File: src/include/ahp_defines.svh
/*
 Constants of the asynchronous host bus port: register offsets, widths and depths.
 Assumes it is included by bare name from the package and the design files.
*/
`ifndef AHP_DEFINES_SVH
`define AHP_DEFINES_SVH

// ----------------------------------------
// Widths and depths
// ----------------------------------------
`define AHP_DATA_W 16
`define AHP_WADDR_W 7
`define AHP_FIFO_DEPTH 8
`define AHP_BURST_W 9
`define AHP_GAP_W 7
`define AHP_PEND_W 11

// ----------------------------------------
// Offsets and reset values
// ----------------------------------------
`define AHP_OFF_BDP0 8'h20
`define AHP_OFF_BDP1 8'h22
`define AHP_DATA_RST 16'h0000

`endif

File: src/include/ahp_pkg.sv
/*
 Types of the asynchronous host bus port.
 Assumes the defines header sits on the include path.
*/
`include "ahp_defines.svh"

package ahp_pkg;

    // ----------------------------------------
    // DMA request sequencing
    // ----------------------------------------
    typedef enum logic [1:0] {
        AHP_DMA_IDLE,
        AHP_DMA_ARMED,
        AHP_DMA_GAP
    } ahp_dma_e;

    typedef logic [`AHP_DATA_W-1:0] ahp_word_t;

endpackage : ahp_pkg

File: src/include/ahp_fifo_if.sv
/*
 Carrier between the port and its receive FIFO: fill side, drain side, fill level.
 Assumes both ends run on the same clock.
*/
`timescale 1ns/1ps
`include "ahp_defines.svh"

interface ahp_fifo_if #(
    parameter int WIDTH = `AHP_DATA_W,
    parameter int DEPTH = `AHP_FIFO_DEPTH
);
    logic wr_valid;
    logic wr_ready;
    logic [WIDTH-1:0] wr_data;
    logic rd_valid;
    logic rd_ready;
    logic [WIDTH-1:0] rd_data;
    logic [$clog2(DEPTH):0] count;

    modport fifo (
        input wr_valid, wr_data, rd_ready,
        output wr_ready, rd_valid, rd_data, count
    );
    modport user (
        output wr_valid, wr_data, rd_ready,
        input wr_ready, rd_valid, rd_data, count
    );
endinterface : ahp_fifo_if

File: src/design/ahp_port.sv
/*
 Asynchronous 16-bit host bus port: strobe capture, register access, DMA request, interrupt pin.
 Assumes all host pins are asynchronous to clk_sys_in and the core answers a register
 read in the same cycle that reg_rd_out is high.
*/
`timescale 1ns/1ps
`include "ahp_defines.svh"

module ahp_port (
    // Clock, reset, enable
    input wire logic clk_sys_in,
    input wire logic rst_in,
    input wire logic ce_in,
    // Host pins
    input wire logic cs_n_in,
    input wire logic [`AHP_WADDR_W-1:0] addr_in,
    input wire logic buffer_window_select_in,
    input wire logic rd_strobe_n_in,
    input wire logic wr_strobe_n_in,
    input wire logic [1:0] byte_lane_enable_n_in,
    input wire logic [`AHP_DATA_W-1:0] data_in,
    output logic [`AHP_DATA_W-1:0] data_out,
    output logic data_oe_out,
    output logic int_n_out,
    output logic int_oe_out,
    output logic dma_request_line_out,
    // Core register access
    output logic reg_rd_out,
    output logic reg_wr_out,
    output logic [7:0] reg_addr_out,
    output logic [`AHP_DATA_W-1:0] reg_wdata_out,
    output logic [1:0] reg_be_out,
    input wire logic [`AHP_DATA_W-1:0] reg_rdata_in,
    // Core configuration and status
    input wire logic irq_in,
    input wire logic int_open_drain_in,
    input wire logic dma_enable_in,
    input wire logic dma_dir_wr_in,
    input wire logic [`AHP_BURST_W-1:0] dma_burst_in,
    input wire logic [`AHP_GAP_W-1:0] dma_delay_in,
    input wire logic sd_clk_tick_in,
    input wire logic [`AHP_PEND_W-1:0] rx_pending_in,
    input wire logic [`AHP_PEND_W-1:0] tx_space_in,
    // Receive stream into the FIFO
    input wire logic rx_valid_in,
    input wire logic [`AHP_DATA_W-1:0] rx_data_in,
    output logic rx_ready_out
);
    typedef struct packed {
        logic [1:0] cs_s;
        logic [1:0] rd_s;
        logic [1:0] wr_s;
        logic [1:0] bws_s;
        logic [1:0][`AHP_WADDR_W-1:0] addr_s;
        logic [1:0][`AHP_DATA_W-1:0] dat_s;
        logic [1:0][1:0] be_s;
        logic rd_prev;
        logic wr_prev;
        ahp_pkg::ahp_dma_e dma;
        logic [`AHP_BURST_W-1:0] beat;
        logic [`AHP_GAP_W-1:0] gap;
        logic port1;
        logic rd_pend;
        logic [7:0] addr;
        ahp_pkg::ahp_word_t dout;
        logic wdma;
        logic [`AHP_WADDR_W-1:0] whold_addr;
        ahp_pkg::ahp_word_t wdata;
        logic [1:0] wbe;
        logic wstb;
        logic rstb;
        logic int_n;
        logic int_oe;
        logic dma_request_line;
    } ahp_state_s;

    ahp_state_s s;
    ahp_state_s next_s;

    ahp_fifo_if #(.WIDTH(`AHP_DATA_W), .DEPTH(`AHP_FIFO_DEPTH)) rxf ();

    ahp_fifo #(.WIDTH(`AHP_DATA_W), .DEPTH(`AHP_FIFO_DEPTH)) u_rx_fifo (
        .clk_sys_in(clk_sys_in),
        .rst_in(rst_in),
        .ce_in(ce_in),
        .f(rxf.fifo)
    );

    // ----------------------------------------
    // Helpers
    // ----------------------------------------
    function automatic logic [7:0] byte_off(input logic [`AHP_WADDR_W-1:0] a);
        byte_off = {a, 1'b0};
    endfunction : byte_off

    function automatic logic [7:0] port_off(input logic p1);
        port_off = p1 ? `AHP_OFF_BDP1 : `AHP_OFF_BDP0;
    endfunction : port_off

    logic cs_act;
    logic rd_now;
    logic wr_now;
    logic rd_start;
    logic wr_end;
    logic dma_tgt;
    logic dma_rd;
    logic dma_acc;
    logic [`AHP_BURST_W-1:0] burst_eff;
    logic [`AHP_PEND_W:0] rx_level;
    logic level_ok;

    // ----------------------------------------
    // Strobe qualification on synchronised pins
    // ----------------------------------------
    assign cs_act = !s.cs_s[1];
    assign rd_now = cs_act && !s.rd_s[1];
    assign wr_now = cs_act && !s.wr_s[1];
    assign rd_start = rd_now && !s.rd_prev;
    // Writes commit on the trailing edge so data and lanes are settled
    assign wr_end = s.wr_prev && !wr_now;
    assign dma_tgt = dma_enable_in && s.bws_s[1];
    assign dma_rd = rd_start && dma_tgt;
    assign dma_acc = ce_in && (dma_rd || (wr_end && s.wdma));
    // A zero burst would raise a request with no data waiting; treat it as one word
    assign burst_eff = (dma_burst_in == '0) ? `AHP_BURST_W'(1) : dma_burst_in;
    assign rx_level = (`AHP_PEND_W+1)'(rxf.count) + (`AHP_PEND_W+1)'(rx_pending_in);
    assign level_ok = dma_dir_wr_in ? (tx_space_in >= `AHP_PEND_W'(burst_eff))
                                    : (rx_level >= (`AHP_PEND_W+1)'(burst_eff));

    // ----------------------------------------
    // FIFO hookup
    // ----------------------------------------
    assign rxf.wr_valid = rx_valid_in;
    assign rxf.wr_data = rx_data_in;
    assign rx_ready_out = rxf.wr_ready;
    assign rxf.rd_ready = ce_in && dma_rd;

    // ----------------------------------------
    // Next state
    // ----------------------------------------
    always_comb begin
        next_s = s;
        if (ce_in) begin
            // Two-stage synchronisers for every host pin
            next_s.cs_s = {s.cs_s[0], cs_n_in};
            next_s.rd_s = {s.rd_s[0], rd_strobe_n_in};
            next_s.wr_s = {s.wr_s[0], wr_strobe_n_in};
            next_s.bws_s = {s.bws_s[0], buffer_window_select_in};
            next_s.addr_s = {s.addr_s[0], addr_in};
            next_s.dat_s = {s.dat_s[0], data_in};
            next_s.be_s = {s.be_s[0], byte_lane_enable_n_in};
            next_s.rd_prev = rd_now;
            next_s.wr_prev = wr_now;
            next_s.rstb = 1'b0;
            next_s.wstb = 1'b0;
            next_s.rd_pend = 1'b0;

            // Read path
            if (s.rd_pend) begin
                next_s.dout = reg_rdata_in;
            end
            if (rd_start) begin
                if (dma_tgt) begin
                    next_s.addr = port_off(s.port1);
                    next_s.port1 = !s.port1;
                    next_s.dout = rxf.rd_valid ? rxf.rd_data : `AHP_DATA_RST;
                end else begin
                    next_s.addr = byte_off(s.addr_s[1]);
                    next_s.rstb = 1'b1;
                    next_s.rd_pend = 1'b1;
                end
            end

            // Write path: hold bus state while the strobe is low
            if (wr_now) begin
                next_s.wdata = s.dat_s[1];
                next_s.wbe = s.be_s[1];
                next_s.whold_addr = s.addr_s[1];
                next_s.wdma = dma_tgt;
            end
            if (wr_end && (s.wbe != 2'b11)) begin
                next_s.wstb = 1'b1;
                next_s.addr = s.wdma ? port_off(s.port1) : byte_off(s.whold_addr);
                if (s.wdma) begin
                    next_s.port1 = !s.port1;
                end
            end else if (wr_end && s.wdma) begin
                next_s.port1 = !s.port1;
            end

            // DMA request sequencing
            unique case (s.dma)
                ahp_pkg::AHP_DMA_IDLE: begin
                    next_s.beat = '0;
                    if (dma_enable_in && level_ok) begin
                        next_s.dma = ahp_pkg::AHP_DMA_ARMED;
                    end
                end
                ahp_pkg::AHP_DMA_ARMED: begin
                    if (dma_acc) begin
                        if (s.beat + `AHP_BURST_W'(1) >= burst_eff) begin
                            next_s.beat = '0;
                            next_s.gap = dma_delay_in;
                            next_s.dma = ahp_pkg::AHP_DMA_GAP;
                        end else begin
                            next_s.beat = s.beat + `AHP_BURST_W'(1);
                        end
                    end
                end
                ahp_pkg::AHP_DMA_GAP: begin
                    // Delay counted in card clock periods
                    if (sd_clk_tick_in) begin
                        if (s.gap == '0) begin
                            next_s.dma = ahp_pkg::AHP_DMA_IDLE;
                        end else begin
                            next_s.gap = s.gap - `AHP_GAP_W'(1);
                        end
                    end
                end
                default: begin
                    next_s.dma = ahp_pkg::AHP_DMA_IDLE;
                end
            endcase
            if (!dma_enable_in) begin
                next_s.dma = ahp_pkg::AHP_DMA_IDLE;
                next_s.port1 = 1'b0;
            end
            next_s.dma_request_line = (next_s.dma == ahp_pkg::AHP_DMA_ARMED);

            // Interrupt pin driver
            next_s.int_n = int_open_drain_in ? 1'b0 : !irq_in;
            next_s.int_oe = int_open_drain_in ? irq_in : 1'b1;
        end
    end

    always_ff @(posedge clk_sys_in or posedge rst_in) begin
        if (rst_in) begin
            s <= '0;
            s.cs_s <= 2'h3;
            s.rd_s <= 2'h3;
            s.wr_s <= 2'h3;
            s.be_s <= 4'hf;
            s.wbe <= 2'h3;
            s.int_n <= 1'b1;
            s.dma <= ahp_pkg::AHP_DMA_IDLE;
        end else begin
            s <= next_s;
        end
    end

    // ----------------------------------------
    // Outputs
    // ----------------------------------------
    assign data_out = s.dout;
    // Released three clocks after the read strobe or select goes away
    assign data_oe_out = s.rd_prev;
    assign int_n_out = s.int_n;
    assign int_oe_out = s.int_oe;
    assign dma_request_line_out = s.dma_request_line;
    assign reg_rd_out = s.rstb;
    assign reg_wr_out = s.wstb;
    assign reg_addr_out = s.addr;
    assign reg_wdata_out = s.wdata;
    assign reg_be_out = ~s.wbe;
endmodule : ahp_port

File: src/design/ahp_fifo.sv
/*
 Receive FIFO between the core's read stream and host DMA reads.
 Assumes one clock; the drain side stalls by holding rd_ready low.
*/
`timescale 1ns/1ps
`include "ahp_defines.svh"

module ahp_fifo #(
    parameter int WIDTH = `AHP_DATA_W,
    parameter int DEPTH = `AHP_FIFO_DEPTH
) (
    // Clock and reset
    input wire logic clk_sys_in,
    input wire logic rst_in,
    input wire logic ce_in,
    // Stream sides
    ahp_fifo_if.fifo f
);
    localparam int PW = $clog2(DEPTH);

    typedef struct packed {
        logic [DEPTH-1:0][WIDTH-1:0] mem;
        logic [PW-1:0] wptr;
        logic [PW-1:0] rptr;
        logic [PW:0] cnt;
    } ahp_fifo_state_s;

    ahp_fifo_state_s s;
    ahp_fifo_state_s next_s;
    logic push;
    logic pop;

    // ----------------------------------------
    // Flags: full and empty come from the count, never guessed
    // ----------------------------------------
    // Not ready while frozen, so no word is handed over and then dropped
    assign f.wr_ready = ce_in && (s.cnt != (PW+1)'(DEPTH));
    assign f.rd_valid = (s.cnt != '0);
    assign f.rd_data = s.mem[s.rptr];
    assign f.count = s.cnt;
    assign push = f.wr_valid && f.wr_ready;
    assign pop = f.rd_ready && f.rd_valid;

    always_comb begin
        next_s = s;
        if (ce_in) begin
            if (push) begin
                next_s.mem[s.wptr] = f.wr_data;
                next_s.wptr = (s.wptr == PW'(DEPTH - 1)) ? '0 : s.wptr + PW'(1);
            end
            if (pop) begin
                next_s.rptr = (s.rptr == PW'(DEPTH - 1)) ? '0 : s.rptr + PW'(1);
            end
            if (push && !pop) begin
                next_s.cnt = s.cnt + (PW+1)'(1);
            end else if (pop && !push) begin
                next_s.cnt = s.cnt - (PW+1)'(1);
            end
        end
    end

    always_ff @(posedge clk_sys_in or posedge rst_in) begin
        if (rst_in) begin
            s <= '0;
        end else begin
            s <= next_s;
        end
    end
endmodule : ahp_fifo

File: config.mk
export PLATFORM = sky130hd
export DESIGN_NAME = ahp_port
export DESIGN_NICKNAME = d
export VERILOG_FILES = /design/src/include/ahp_pkg.sv /design/src/include/ahp_fifo_if.sv /design/src/design/ahp_port.sv /design/src/design/ahp_fifo.sv
export VERILOG_INCLUDE_DIRS = /design/src /design/src/include
export SDC_FILE = /design/constraint.sdc
export NUM_CORES = 1
export LEC_CHECK = 0
export ABC_CLOCK_PERIOD_IN_PS = 8900
export BUFFER_PORTS_ARGS = -buffer_cell sky130_fd_sc_hd__buf_2
export CAP_MARGIN = 40
export CORE_ASPECT_RATIO = 0.5
export CORE_MARGIN = 3
export CORE_UTILIZATION = 55
export CTS_CLUSTER_DIAMETER = 30
export CTS_CLUSTER_SIZE = 24
export DETAILED_ROUTE_END_ITERATION = 10
export PLACE_DENSITY = 0.78
export SETUP_SLACK_MARGIN = 0.2
export SLEW_MARGIN = 20
export SYNTH_ARGS = -nofsm -noshare
export SYNTH_HDL_FRONTEND = slang
export SYNTH_SLANG_ARGS = --single-unit
File: constraint.sdc
create_clock -name clk_sys_in -period 8.9 [get_ports clk_sys_in]
set_clock_uncertainty 0.1 [all_clocks]
set_input_delay 0.445 -clock clk_sys_in [delete_from_list [all_inputs] [get_ports clk_sys_in]]
set_output_delay 0.445 -clock clk_sys_in [all_outputs]
set_load 0.02 [all_outputs]
==> flow_metrics.env, run 1 <==
export IMPL_fin_ws_ns=5.31
export IMPL_synthesis_nets=1153
export IMPL_wl_per_cell_um=19.8
export IMPL_layout_commonest_cell="dfrtp_1"
export IMPL_setup_viol=0
export IMPL_grt_setup_unrepaired="false"
export IMPL_maxCapViolations=0
export IMPL_vias_per_cell=5.80
export IMPL_cp_required_ns=9.15
export IMPL_firstDrtPassIters=5
export IMPL_drtAntennaViolNets=0
export IMPL_cts_max_path_buffers=3
export IMPL_path_max_fanout=6
export IMPL_synth_area_sq_mm=0.0131
export IMPL_port_buffers=155
export IMPL_fin_crit_sh_pct=40.3
export IMPL_placed_area_sq_mm=0.0140
export IMPL_cts_tree="built"
export IMPL_m1WireLength_um=12400
export IMPL_clock_sinks=271
export IMPL_outcome="finished clean"
export IMPL_syn_instance_count=1002
export IMPL_post_place_ws_ns=5.25
export IMPL_synth_edff_count=0
export IMPL_slew_headroom_pct=52.5
export IMPL_coreArea_sq_mm=0.0231
export IMPL_drt_iter0_markers=630
export IMPL_critPathKind="reg2reg"
export IMPL_power_density_mw_per_mm2=313
export IMPL_grt_pass1_wl_um=47100
export IMPL_grt_max_degree=120
export IMPL_ctsHoldBuffers=2
export IMPL_stdcell_area_sq_mm=0.0154
export IMPL_worst_hold_path_type="in2reg"
export IMPL_crit_arrival_ns=3.84
export IMPL_start_util_pct=56.7
export IMPL_drive_gt1_share_pct=44.5
export IMPL_synth_area_per_cell_sq_um=13.1
export IMPL_final_min_clock_period_ns=3.59
export IMPL_cts_clk_slew_worst_paths_ns=0.07
export IMPL_top_layer="met4"
export IMPL_gr_total_overflow=0
export IMPL_cts_setup_buffers=0
export IMPL_die_area_sq_mm=0.0259
export IMPL_finalHoldViolCount=0
export IMPL_rr_worst_depth=13
export IMPL_final_max_slew_viol_count=0
export IMPL_ys_flop_type="dfrtp_1"
export IMPL_num_rows=39
export IMPL_gp_congestion=0.834
export IMPL_ys_types=66
export IMPL_die_w_um=224
export IMPL_vias=8547
export IMPL_synthArstFlopShare_pct=100
export IMPL_die_h_um=115
export IMPL_worstMarginPinSlew_ns=0.712
export IMPL_pin_count=157
export IMPL_nets=1287
export IMPL_ir_drop_uv=137
export IMPL_hold_depth=2
export IMPL_total_leakage_power_nw=7.04
export IMPL_drc=0
export IMPL_wl_met2_um=14700
export IMPL_ys_warn_count=0
export IMPL_start_kind="register"
export IMPL_max_freq_mhz=279
export IMPL_p_total_mw=4.81
export IMPL_place_hpwl_um=19400
export IMPL_grt_usage_pct=22.8
export IMPL_grt_pass1_vias=9000
export IMPL_ys_seq_area_share_pct=51.8
export IMPL_setup_tns_ns=0
export IMPL_h_tree_depth=2
export IMPL_cts_buffers=36
export IMPL_antenna_found_initial=1
export IMPL_area_growth_synth_to_final_pct=17.1
export IMPL_wl_met3_um=1400
export IMPL_synth_seq_cells=271
export IMPL_drt_total_wl_um=29200
export IMPL_cts_resized=0
export IMPL_cp_end_kind="register"
export IMPL_clock_latency_ns=0.51
export IMPL_mostFrequentLayoutCells="256 x dfrtp_1, 201 x mux2_2, 156 x buf_2"
export IMPL_cts_root_buf="clkbuf_16"
==> metrics by stage <==
stage / util [%] / hold WS (ns) / instances
final: 66.4 / 0.0580 / 1473
after global routing: 66.4 / 0.0487 / 1472
after CTS: 66.1 / 0.0396 / 1467
after detailed placement: 60.7 / 0.368 / 1399
after global placement: 60.0 / 0.356 / 1390
after floorplan: - / 0.347 / 1002
==> worst paths after layout <==
| check | to | start | slack (ns) |
|---|---|---|---|
| worst max-delay path | dma_request_line_out | u_rx_fifo.f.count[0] | 5.31 |
| worst min-delay path | s[117] | addr_in[4] | 0.06 |
| worst max register to register | dma_request_line_out | u_rx_fifo.f.count[0] | 5.31 |
| worst min register to register | data_out[11] | data_out[11] | 0.37 |
| max in group asynchronous | u_rx_fifo.s[55] | rst_in | 6.83 |
| min in group asynchronous | data_out[5] | rst_in | 0.41 |
==> power breakdown <==
part | switching (mW) | internal [mW]
Combinational | 0.657 | 0.755
Sequential | 0.286 | 1.67
Clock | 0.582 | 0.866
Total | 1.52 | 3.29
==> cells by family after synthesis <==
family                     synth area share (%)
AOI/OAI and AO/OA                          7.12
xor gates and xnor gates                   1.00
adders and majority gates                  4.21
buffers and inverters                      4.42
DFF                                        51.8
muxes                                      25.4
other                                    0.0286
and+or+nand+nor                            5.99
==> cell usage after synthesis, types with 13 or more instances <==
master | count | share of area [%]
a21o_1 | 13 | 0.74
a21oi_1 | 34 | 1.3
a22o_1 | 13 | 0.87
buf_4 | 43 | 2.5
clkbuf_1 | 23 | 0.66
dfrtp_1 | 258 | 49
dfstp_2 | 13 | 2.6
ha_1 | 41 | 3.9
inv_1 | 22 | 0.63
mux2_2 | 201 | 17
mux2i_1 | 19 | 1.4
mux4_2 | 32 | 5.5
nand2_1 | 58 | 1.7
nand3_1 | 14 | 0.53
nor2_1 | 35 | 1.0
o21ai_0 | 43 | 1.6
==> worst max-delay path, stage by stage, from the launching register on <==
cell	delay (ns)
dfrtp_1	0.48
ha_1	0.27
fa_1	0.41
a21o_1	0.17
a21oi_1	0.28
nor2_1	0.12
nand3_1	0.12
xnor2_1	0.14
ha_1	0.28
a2111oi_0	0.46
o21a_1	0.18
o21ai_0	0.08
o2111ai_1	0.29
nand2_1	0.09
==> cell type report <==
cell class / instances / area (sq um)
tap: 307 / 384
antenna: 2 / 5.00
sequential: 271 / 6800
clock buffer: 42 / 975
clock inverter: 24 / 250
timing repair buffer: 178 / 1090
multi-input combinational: 625 / 5760
inverter: 24 / 97.6
fill: 1655 / 7760
==> sequential cells by signal, indices dropped and copies added, names as in the netlist <==
| register | cells |
|---|---|
| reg_wdata_out | 16 |
| u_rx_fifo.f.count | 4 |
| reg_wr_out | 1 |
| u_rx_fifo.s | 134 |
| int_oe_out | 1 |
| reg_addr_out | 7 |
| s | 89 |
| data_out | 16 |
| int_n_out | 1 |
| data_oe_out | 1 |
| dma_request_line_out | 1 |
==> routing by layer <==
metal | vias up | global-route usage (%)
li1 | 3879 | -
met1 | 4369 | 29.6
met2 | 234 | 39.0
met3 | 65 | 4.72
met4 | 0 | 7.40
met5 | - | 0
No activity file was read; power rests on OpenSTA's default activity.
==> run 2: changes to the inputs <==
--- a/config.mk
+++ b/config.mk
@@ -6,16 +6,16 @@
 export SDC_FILE = /design/constraint.sdc
 export NUM_CORES = 1
 export LEC_CHECK = 0
-export ABC_CLOCK_PERIOD_IN_PS = 8900
+export ABC_CLOCK_PERIOD_IN_PS = 3210
 export BUFFER_PORTS_ARGS = -buffer_cell sky130_fd_sc_hd__buf_2
 export CAP_MARGIN = 40
 export CORE_ASPECT_RATIO = 0.5
 export CORE_MARGIN = 3
-export CORE_UTILIZATION = 55
+export CORE_UTILIZATION = 53
 export CTS_CLUSTER_DIAMETER = 30
 export CTS_CLUSTER_SIZE = 24
 export DETAILED_ROUTE_END_ITERATION = 10
-export PLACE_DENSITY = 0.78
+export PLACE_DENSITY = 0.79
 export SETUP_SLACK_MARGIN = 0.2
 export SLEW_MARGIN = 20
 export SYNTH_ARGS = -nofsm -noshare
==> constraint.sdc (replaced) <==
create_clock -name clk_sys_in -period 3.21 [get_ports clk_sys_in]
set_clock_uncertainty 0.1 [all_clocks]
set_input_delay 0.1605 -clock clk_sys_in [delete_from_list [all_inputs] [get_ports clk_sys_in]]
set_output_delay 0.1605 -clock clk_sys_in [all_outputs]
set_load 0.02 [all_outputs]
==> run 2 against run 1 <==
Net effect:
- non-clock buffer count increased by 93
- die area is 3.6% higher
- critical path type unchanged
- highest routed layer unchanged
- cell area is 6.9% higher
==> flow_metrics.env, run 2 (synthesized netlist as in run 1, its figures left out) <==
export IMPL_outcome="finished clean"
export IMPL_gp_congestion=0.826
export IMPL_clock_latency_ns=0.53
export IMPL_die_area_sq_mm=0.0268
export IMPL_cts_clk_slew_worst_paths_ns=0.05
export IMPL_ir_drop_uv=485
export IMPL_crit_arrival_ns=3.26
export IMPL_setup_tns_ns=0
export IMPL_final_max_slew_viol_count=0
export IMPL_finalHoldViolCount=0
export IMPL_firstDrtPassIters=5
export IMPL_pwr_share_clk_pct=31.1
export IMPL_grt_usage_pct=23.5
export IMPL_drt_iter0_markers=779
export IMPL_num_rows=40
export IMPL_total_leakage_power_nw=7.46
export IMPL_switchingPower_mw=4.40
export IMPL_regMostFlops="u_rx_fifo.s"
export IMPL_mostFrequentLayoutCells="257 x dfrtp_1, 201 x mux2_2, 156 x buf_2"
export IMPL_max_freq_mhz=336
export IMPL_final_min_clock_period_ns=2.98
export IMPL_gr_total_overflow=0
export IMPL_worst_hold_path_type="in2reg"
export IMPL_p_int_mw=9.50
export IMPL_area_growth_synth_to_final_pct=25.2
export IMPL_port_buffers=155
export IMPL_place_hpwl_um=19500
export IMPL_seqPwrFrac_pct=38.8
export IMPL_drt_total_wl_um=32000
export IMPL_drive_gt1_share_pct=43.4
export IMPL_h_tree_depth=2
export IMPL_cts_root_buf="clkbuf_16"
export IMPL_worst_hold_slack_ns=0.0354
export IMPL_largest_register_ff_count=134
export IMPL_cts_buffers=38
export IMPL_nets=1383
export IMPL_path_max_fanout=3
export IMPL_power_density_mw_per_mm2=846
export IMPL_start_kind="register"
export IMPL_clock_sinks=271
export IMPL_cp_end_kind="register"
export IMPL_cp_required_ns=3.50
export IMPL_slew_headroom_pct=49.8
export IMPL_grt_pass1_vias=9531
export IMPL_cts_max_path_buffers=3
export IMPL_pin_count=157
export IMPL_cts_tree="built"
export IMPL_swShare_pct=31.7
export IMPL_layout_commonest_cell="dfrtp_1"
export IMPL_final_util_pct=68.0
export IMPL_worstMarginPinSlew_ns=0.750
export IMPL_p_comb_share_pct=30.1
export IMPL_wl_per_cell_um=20.0
export IMPL_vias_per_cell=5.63
export IMPL_grt_max_degree=76
export IMPL_maxCapViolations=0
export IMPL_n_fill_cell=1566
export IMPL_die_h_um=117
export IMPL_coreArea_sq_mm=0.0242
export IMPL_critPathKind="reg2reg"
export IMPL_grt_setup_unrepaired="true"
export IMPL_fin_crit_sh_pct=92.7
export IMPL_grt_pass1_wl_um=50200
export IMPL_setup_viol=0
export IMPL_top_regs="u_rx_fifo.s (134), s (89)"
export IMPL_start_util_pct=54.3
export IMPL_drc=0
export IMPL_die_w_um=229
export IMPL_vias=9010
export IMPL_drtAntennaViolNets=0
export IMPL_antenna_found_initial=2
run 2: cell count changes in the layout (fill, tap and decap cells not counted), moves of 3 or more:
cell / before / now
buf_12: 0 / 4
buf_4: 8 / 26
a21oi_2: 1 / 4
a21oi_1: 34 / 31
clkinvlp_4: 2 / 7
clkinv_2: 4 / 1
dlygate4sd3_1: 3 / 83
buf_8: 5 / 0
buf_16: 5 / 1
run 2: timing repair:
action | in CTS | in global routing
hold buffers | 83 | 0
setup endpoints to repair | 3 | 17
hold endpoints to repair | 408 | 0
gates resized for setup | 4 | 15
pin swaps | 4 | 5
buffers inserted | 2 | 6
gates cloned | 0 | 1
run 2: power by group through the flow:
stage / Clock, mW / Sequential, mW / Combinational (mW)
floorplan: 0 / 5.14 / 3.28
global placement: 0 / 5.26 / 3.75
detailed placement: 0 / 5.37 / 3.92
CTS: 4.37 / 5.35 / 4.12
global route: 4.57 / 5.53 / 4.51
finish: 4.33 / 5.40 / 4.18
run 2: area by class of cell:
cell class / count / area [sq um] / area share (%)
flip-flops and latches: 271 / 6800 / 41.4
multi-input cells: 626 / 5850 / 35.6
repair buffers: 271 / 1930 / 11.7
clock buffers: 46 / 1050 / 6.41
well taps: 336 / 420 / 2.56
clock inverters: 24 / 277 / 1.68
inverters: 24 / 93.8 / 0.571
diodes: 3 / 7.51 / 0.0457
run 2: final timing paths:
kind	endpoint	cells past startpoint	start	slack, ns
max reg2reg	dma_request_line_out	13	u_rx_fifo.f.count[0]	0.23
max	dma_request_line_out	13	u_rx_fifo.f.count[0]	0.23
min in group asynchronous	data_out[1]	3	rst_in	0.08
max in group asynchronous	u_rx_fifo.s[76]	5	rst_in	1.90
min reg2reg	reg_addr_out[2]	2	reg_addr_out[2]	0.38
min	s[73]	5	tx_space_in[9]	0.04
run 2: worst max-delay path: stages, from the launching register on:
cell	delay, ns
dfrtp_1	0.40
ha_4	0.18
fa_2	0.35
a21o_1	0.17
a21oi_2	0.17
nor2_2	0.06
nand3_1	0.09
xnor2_1	0.13
ha_1	0.30
a2111oi_4	0.36
o21a_1	0.19
o21ai_2	0.07
o2111ai_2	0.20
nand2_1	0.07
run 2: stage by stage:
stage / power [mW] / instances / setup slack (ns) / cell area (sq um)
3_3_place_gp: 9.01 / 1432 / 0.130 / 14000
3_5_place_dp: 9.30 / 1435 / -0.0508 / 14100
4_1_cts: 13.8 / 1590 / 0.215 / 16300
6_report: 13.9 / 1601 / 0.234 / 16400
2_1_floorplan: 8.42 / 1002 / -0.621 / 13100
5_1_grt: 14.6 / 1600 / 0.0524 / 16400
run 2: layer usage:
metal	wire, um	track usage [%]	part of all wire [%]	vias to the layer above
li1	-	-	-	4067
met5	0	0	0	-
met4	817	8.73	2.5	0
met1	13500	29.6	42	4620
met3	1370	4.55	4.3	70
met2	16400	41.3	51	253
==> run 3: changes to the inputs <==
--- a/config.mk
+++ b/config.mk
@@ -7,15 +7,17 @@
 export NUM_CORES = 1
 export LEC_CHECK = 0
 export ABC_CLOCK_PERIOD_IN_PS = 3210
-export BUFFER_PORTS_ARGS = -buffer_cell sky130_fd_sc_hd__buf_2
 export CAP_MARGIN = 40
+export CELL_PAD_IN_SITES_DETAIL_PLACEMENT = 1
+export CELL_PAD_IN_SITES_GLOBAL_PLACEMENT = 1
 export CORE_ASPECT_RATIO = 0.5
 export CORE_MARGIN = 3
-export CORE_UTILIZATION = 53
+export CORE_UTILIZATION = 47
 export CTS_CLUSTER_DIAMETER = 30
 export CTS_CLUSTER_SIZE = 24
 export DETAILED_ROUTE_END_ITERATION = 10
-export PLACE_DENSITY = 0.79
+export DONT_BUFFER_PORTS = 1
+export PLACE_DENSITY = 0.78
 export SETUP_SLACK_MARGIN = 0.2
 export SLEW_MARGIN = 20
 export SYNTH_ARGS = -nofsm -noshare
==> run 3 against run 2 <==
Net effect:
- the run now ends with negative hold slack left
- worst hold slack got worse by 0.052 ns
- total power shrank 0.52%
- first-iteration DRC count is 39% lower
- via count fell by 3.2%
- maximum frequency fell by 1.4%
- cell area is 3.0% lower
- combinational power down 12%
- sequential power up 8.1%
- non-clock buffer count is 127 lower
- critical path depth is the same
- largest power group unchanged
==> flow_metrics.env, run 3 (synthesized netlist as in run 1, its figures left out) <==
export IMPL_pin_count=157
export IMPL_crit_arrival_ns=3.30
export IMPL_wl_per_cell_um=24.4
export IMPL_total_leakage_power_nw=6.94
export IMPL_drive_gt1_share_pct=35.6
export IMPL_num_rows=42
export IMPL_layout_commonest_cell="dfrtp_1"
export IMPL_clock_latency_ns=0.54
export IMPL_r2r_end="dma_request_line_out"
export IMPL_grt_max_degree=71
export IMPL_area_growth_synth_to_final_pct=21.4
export IMPL_cts_root_buf="clkbuf_16"
export IMPL_hold_depth=3
export IMPL_final_max_slew_viol_count=0
export IMPL_r2r_start="u_rx_fifo.f.count[0]"
export IMPL_grt_usage_pct=24.3
export IMPL_cts_buffers=40
export IMPL_violations="negative hold slack"
export IMPL_placed_area_sq_mm=0.0133
export IMPL_ir_drop_uv=356
export IMPL_rr_worst_depth=13
export IMPL_n_fill_cell=2603
export IMPL_setup_viol=0
export IMPL_gp_congestion=0.838
export IMPL_crit_end="dma_request_line_out"
export IMPL_regMostFlops="u_rx_fifo.s"
export IMPL_path_max_fanout=3
export IMPL_worstMarginPinSlew_ns=0.746
export IMPL_worst_hold_slack_ns=-0.0166
export IMPL_reg2reg_slack_ns=0.19
export IMPL_largest_register_ff_count=134
export IMPL_power_density_mw_per_mm2=868
export IMPL_antenna_found_initial=3
export IMPL_coreArea_sq_mm=0.0270
export IMPL_fin_crit_sh_pct=94.0
export IMPL_slew_headroom_pct=50.3
export IMPL_port_buffers=0
export IMPL_die_h_um=124
export IMPL_crit_start="u_rx_fifo.f.count[0]"
export IMPL_grt_pass1_vias=9985
export IMPL_max_freq_mhz=331
export IMPL_cts_clk_slew_worst_paths_ns=0.05
export IMPL_vias=8726
export IMPL_top_regs="u_rx_fifo.s (134), s (89)"
export IMPL_h_tree_depth=2
export IMPL_vias_per_cell=5.76
export IMPL_start_util_pct=48.7
export IMPL_drtAntennaViolNets=0
export IMPL_maxCapViolations=0
export IMPL_mostFrequentLayoutCells="256 x dfrtp_1, 201 x mux2_2, 105 x dlygate4sd3_1"
export IMPL_drt_total_wl_um=36900
export IMPL_setup_tns_ns=0
export IMPL_critPathKind="reg2reg"
export IMPL_firstDrtPassIters=4
export IMPL_start_kind="register"
export IMPL_finalHoldViolCount=5
export IMPL_stdcell_area_sq_mm=0.0159
export IMPL_worst_hold_path_type="in2reg"
export IMPL_clock_sinks=271
export IMPL_gr_total_overflow=0
export IMPL_die_w_um=242
export IMPL_nets=1258
export IMPL_cts_tree="built"
export IMPL_final_min_clock_period_ns=3.02
export IMPL_grt_setup_unrepaired="true"
export IMPL_cp_end_kind="register"
export IMPL_die_area_sq_mm=0.0301
export IMPL_outcome="finished, violations left"
export IMPL_cts_max_path_buffers=3
export IMPL_grt_pass1_wl_um=56700
export IMPL_cp_required_ns=3.49
export IMPL_drt_iter0_markers=474
export IMPL_drc=0
export IMPL_place_hpwl_um=21000
## run 3: area by class of cell
class / instances / area [sq um] / area share (%)
flip-flops and latches: 271 / 6800 / 42.7
multi-input cells: 626 / 5880 / 36.9
repair buffers: 144 / 1390 / 8.72
clock buffers: 50 / 1070 / 6.71
well taps: 374 / 468 / 2.94
clock inverters: 23 / 228 / 1.43
inverters: 24 / 93.8 / 0.589
diodes: 2 / 5.00 / 0.0314
## run 3: worst min-delay path by stage
stage                       start         endpoint  slack [ns]
floorplan                  irq_in        int_n_out        0.11
global placement           rst_in     data_out[14]       -0.02
detailed placement         rst_in      data_out[8]       0.005
CTS                 dma_dir_wr_in            s[73]       0.007
global route                ce_in  reg_addr_out[7]        0.03
finish                      ce_in  reg_addr_out[7]       -0.02
## run 3: repair_timing
| item | in CTS | in global routing |
|---|---|---|
| hold endpoints to repair | 347 | 1 |
| hold buffers | 105 | 1 |
| buffers inserted | 2 | 8 |
| pin swaps | 4 | 16 |
| setup endpoints to repair | 10 | 14 |
| gates cloned | 0 | 1 |
| gates resized for setup | 5 | 27 |
## run 3: layer usage
metal	part of all wire (%)	track usage [%]	vias up	wire (um)
met5	0.030	0	-	11
met4	3.4	10.0	2	1250
met3	3.6	4.71	94	1330
met2	53	44.8	201	19500
met1	40	28.4	4608	14800
li1	-	-	3821	-
## run 3: per-stage QoR
step           std cells  hold WS [ns]  setup WS (ns)  util (%)  total power, mW
2_1_floorplan       1002         0.113         -0.621         -             8.42
3_3_place_gp        1320       -0.0170          0.128      49.5             8.78
3_5_place_dp        1321       0.00479       -0.00416      49.5             9.10
4_1_cts             1501       0.00661          0.221      58.4             13.7
5_1_grt             1514        0.0311        -0.0154      59.1             14.5
6_report            1514       -0.0166          0.191      59.1             13.8
## run 3: worst max-delay path, cell delays in order, from the launching register on
cell	delay, ns
dfrtp_1	0.41
ha_4	0.19
fa_2	0.39
a21o_1	0.20
a21oi_2	0.18
nor2_2	0.08
nand3_2	0.06
xnor2_1	0.11
ha_1	0.29
a2111oi_4	0.36
o21a_1	0.18
o21ai_2	0.06
o2111ai_2	0.19
nand2_1	0.09
## run 3: where the power goes
group	switching, mW	internal, mW	total [mW]
Combinational	1.61	2.08	3.69
Clock	1.74	2.56	4.30
Sequential	1.22	4.62	5.84
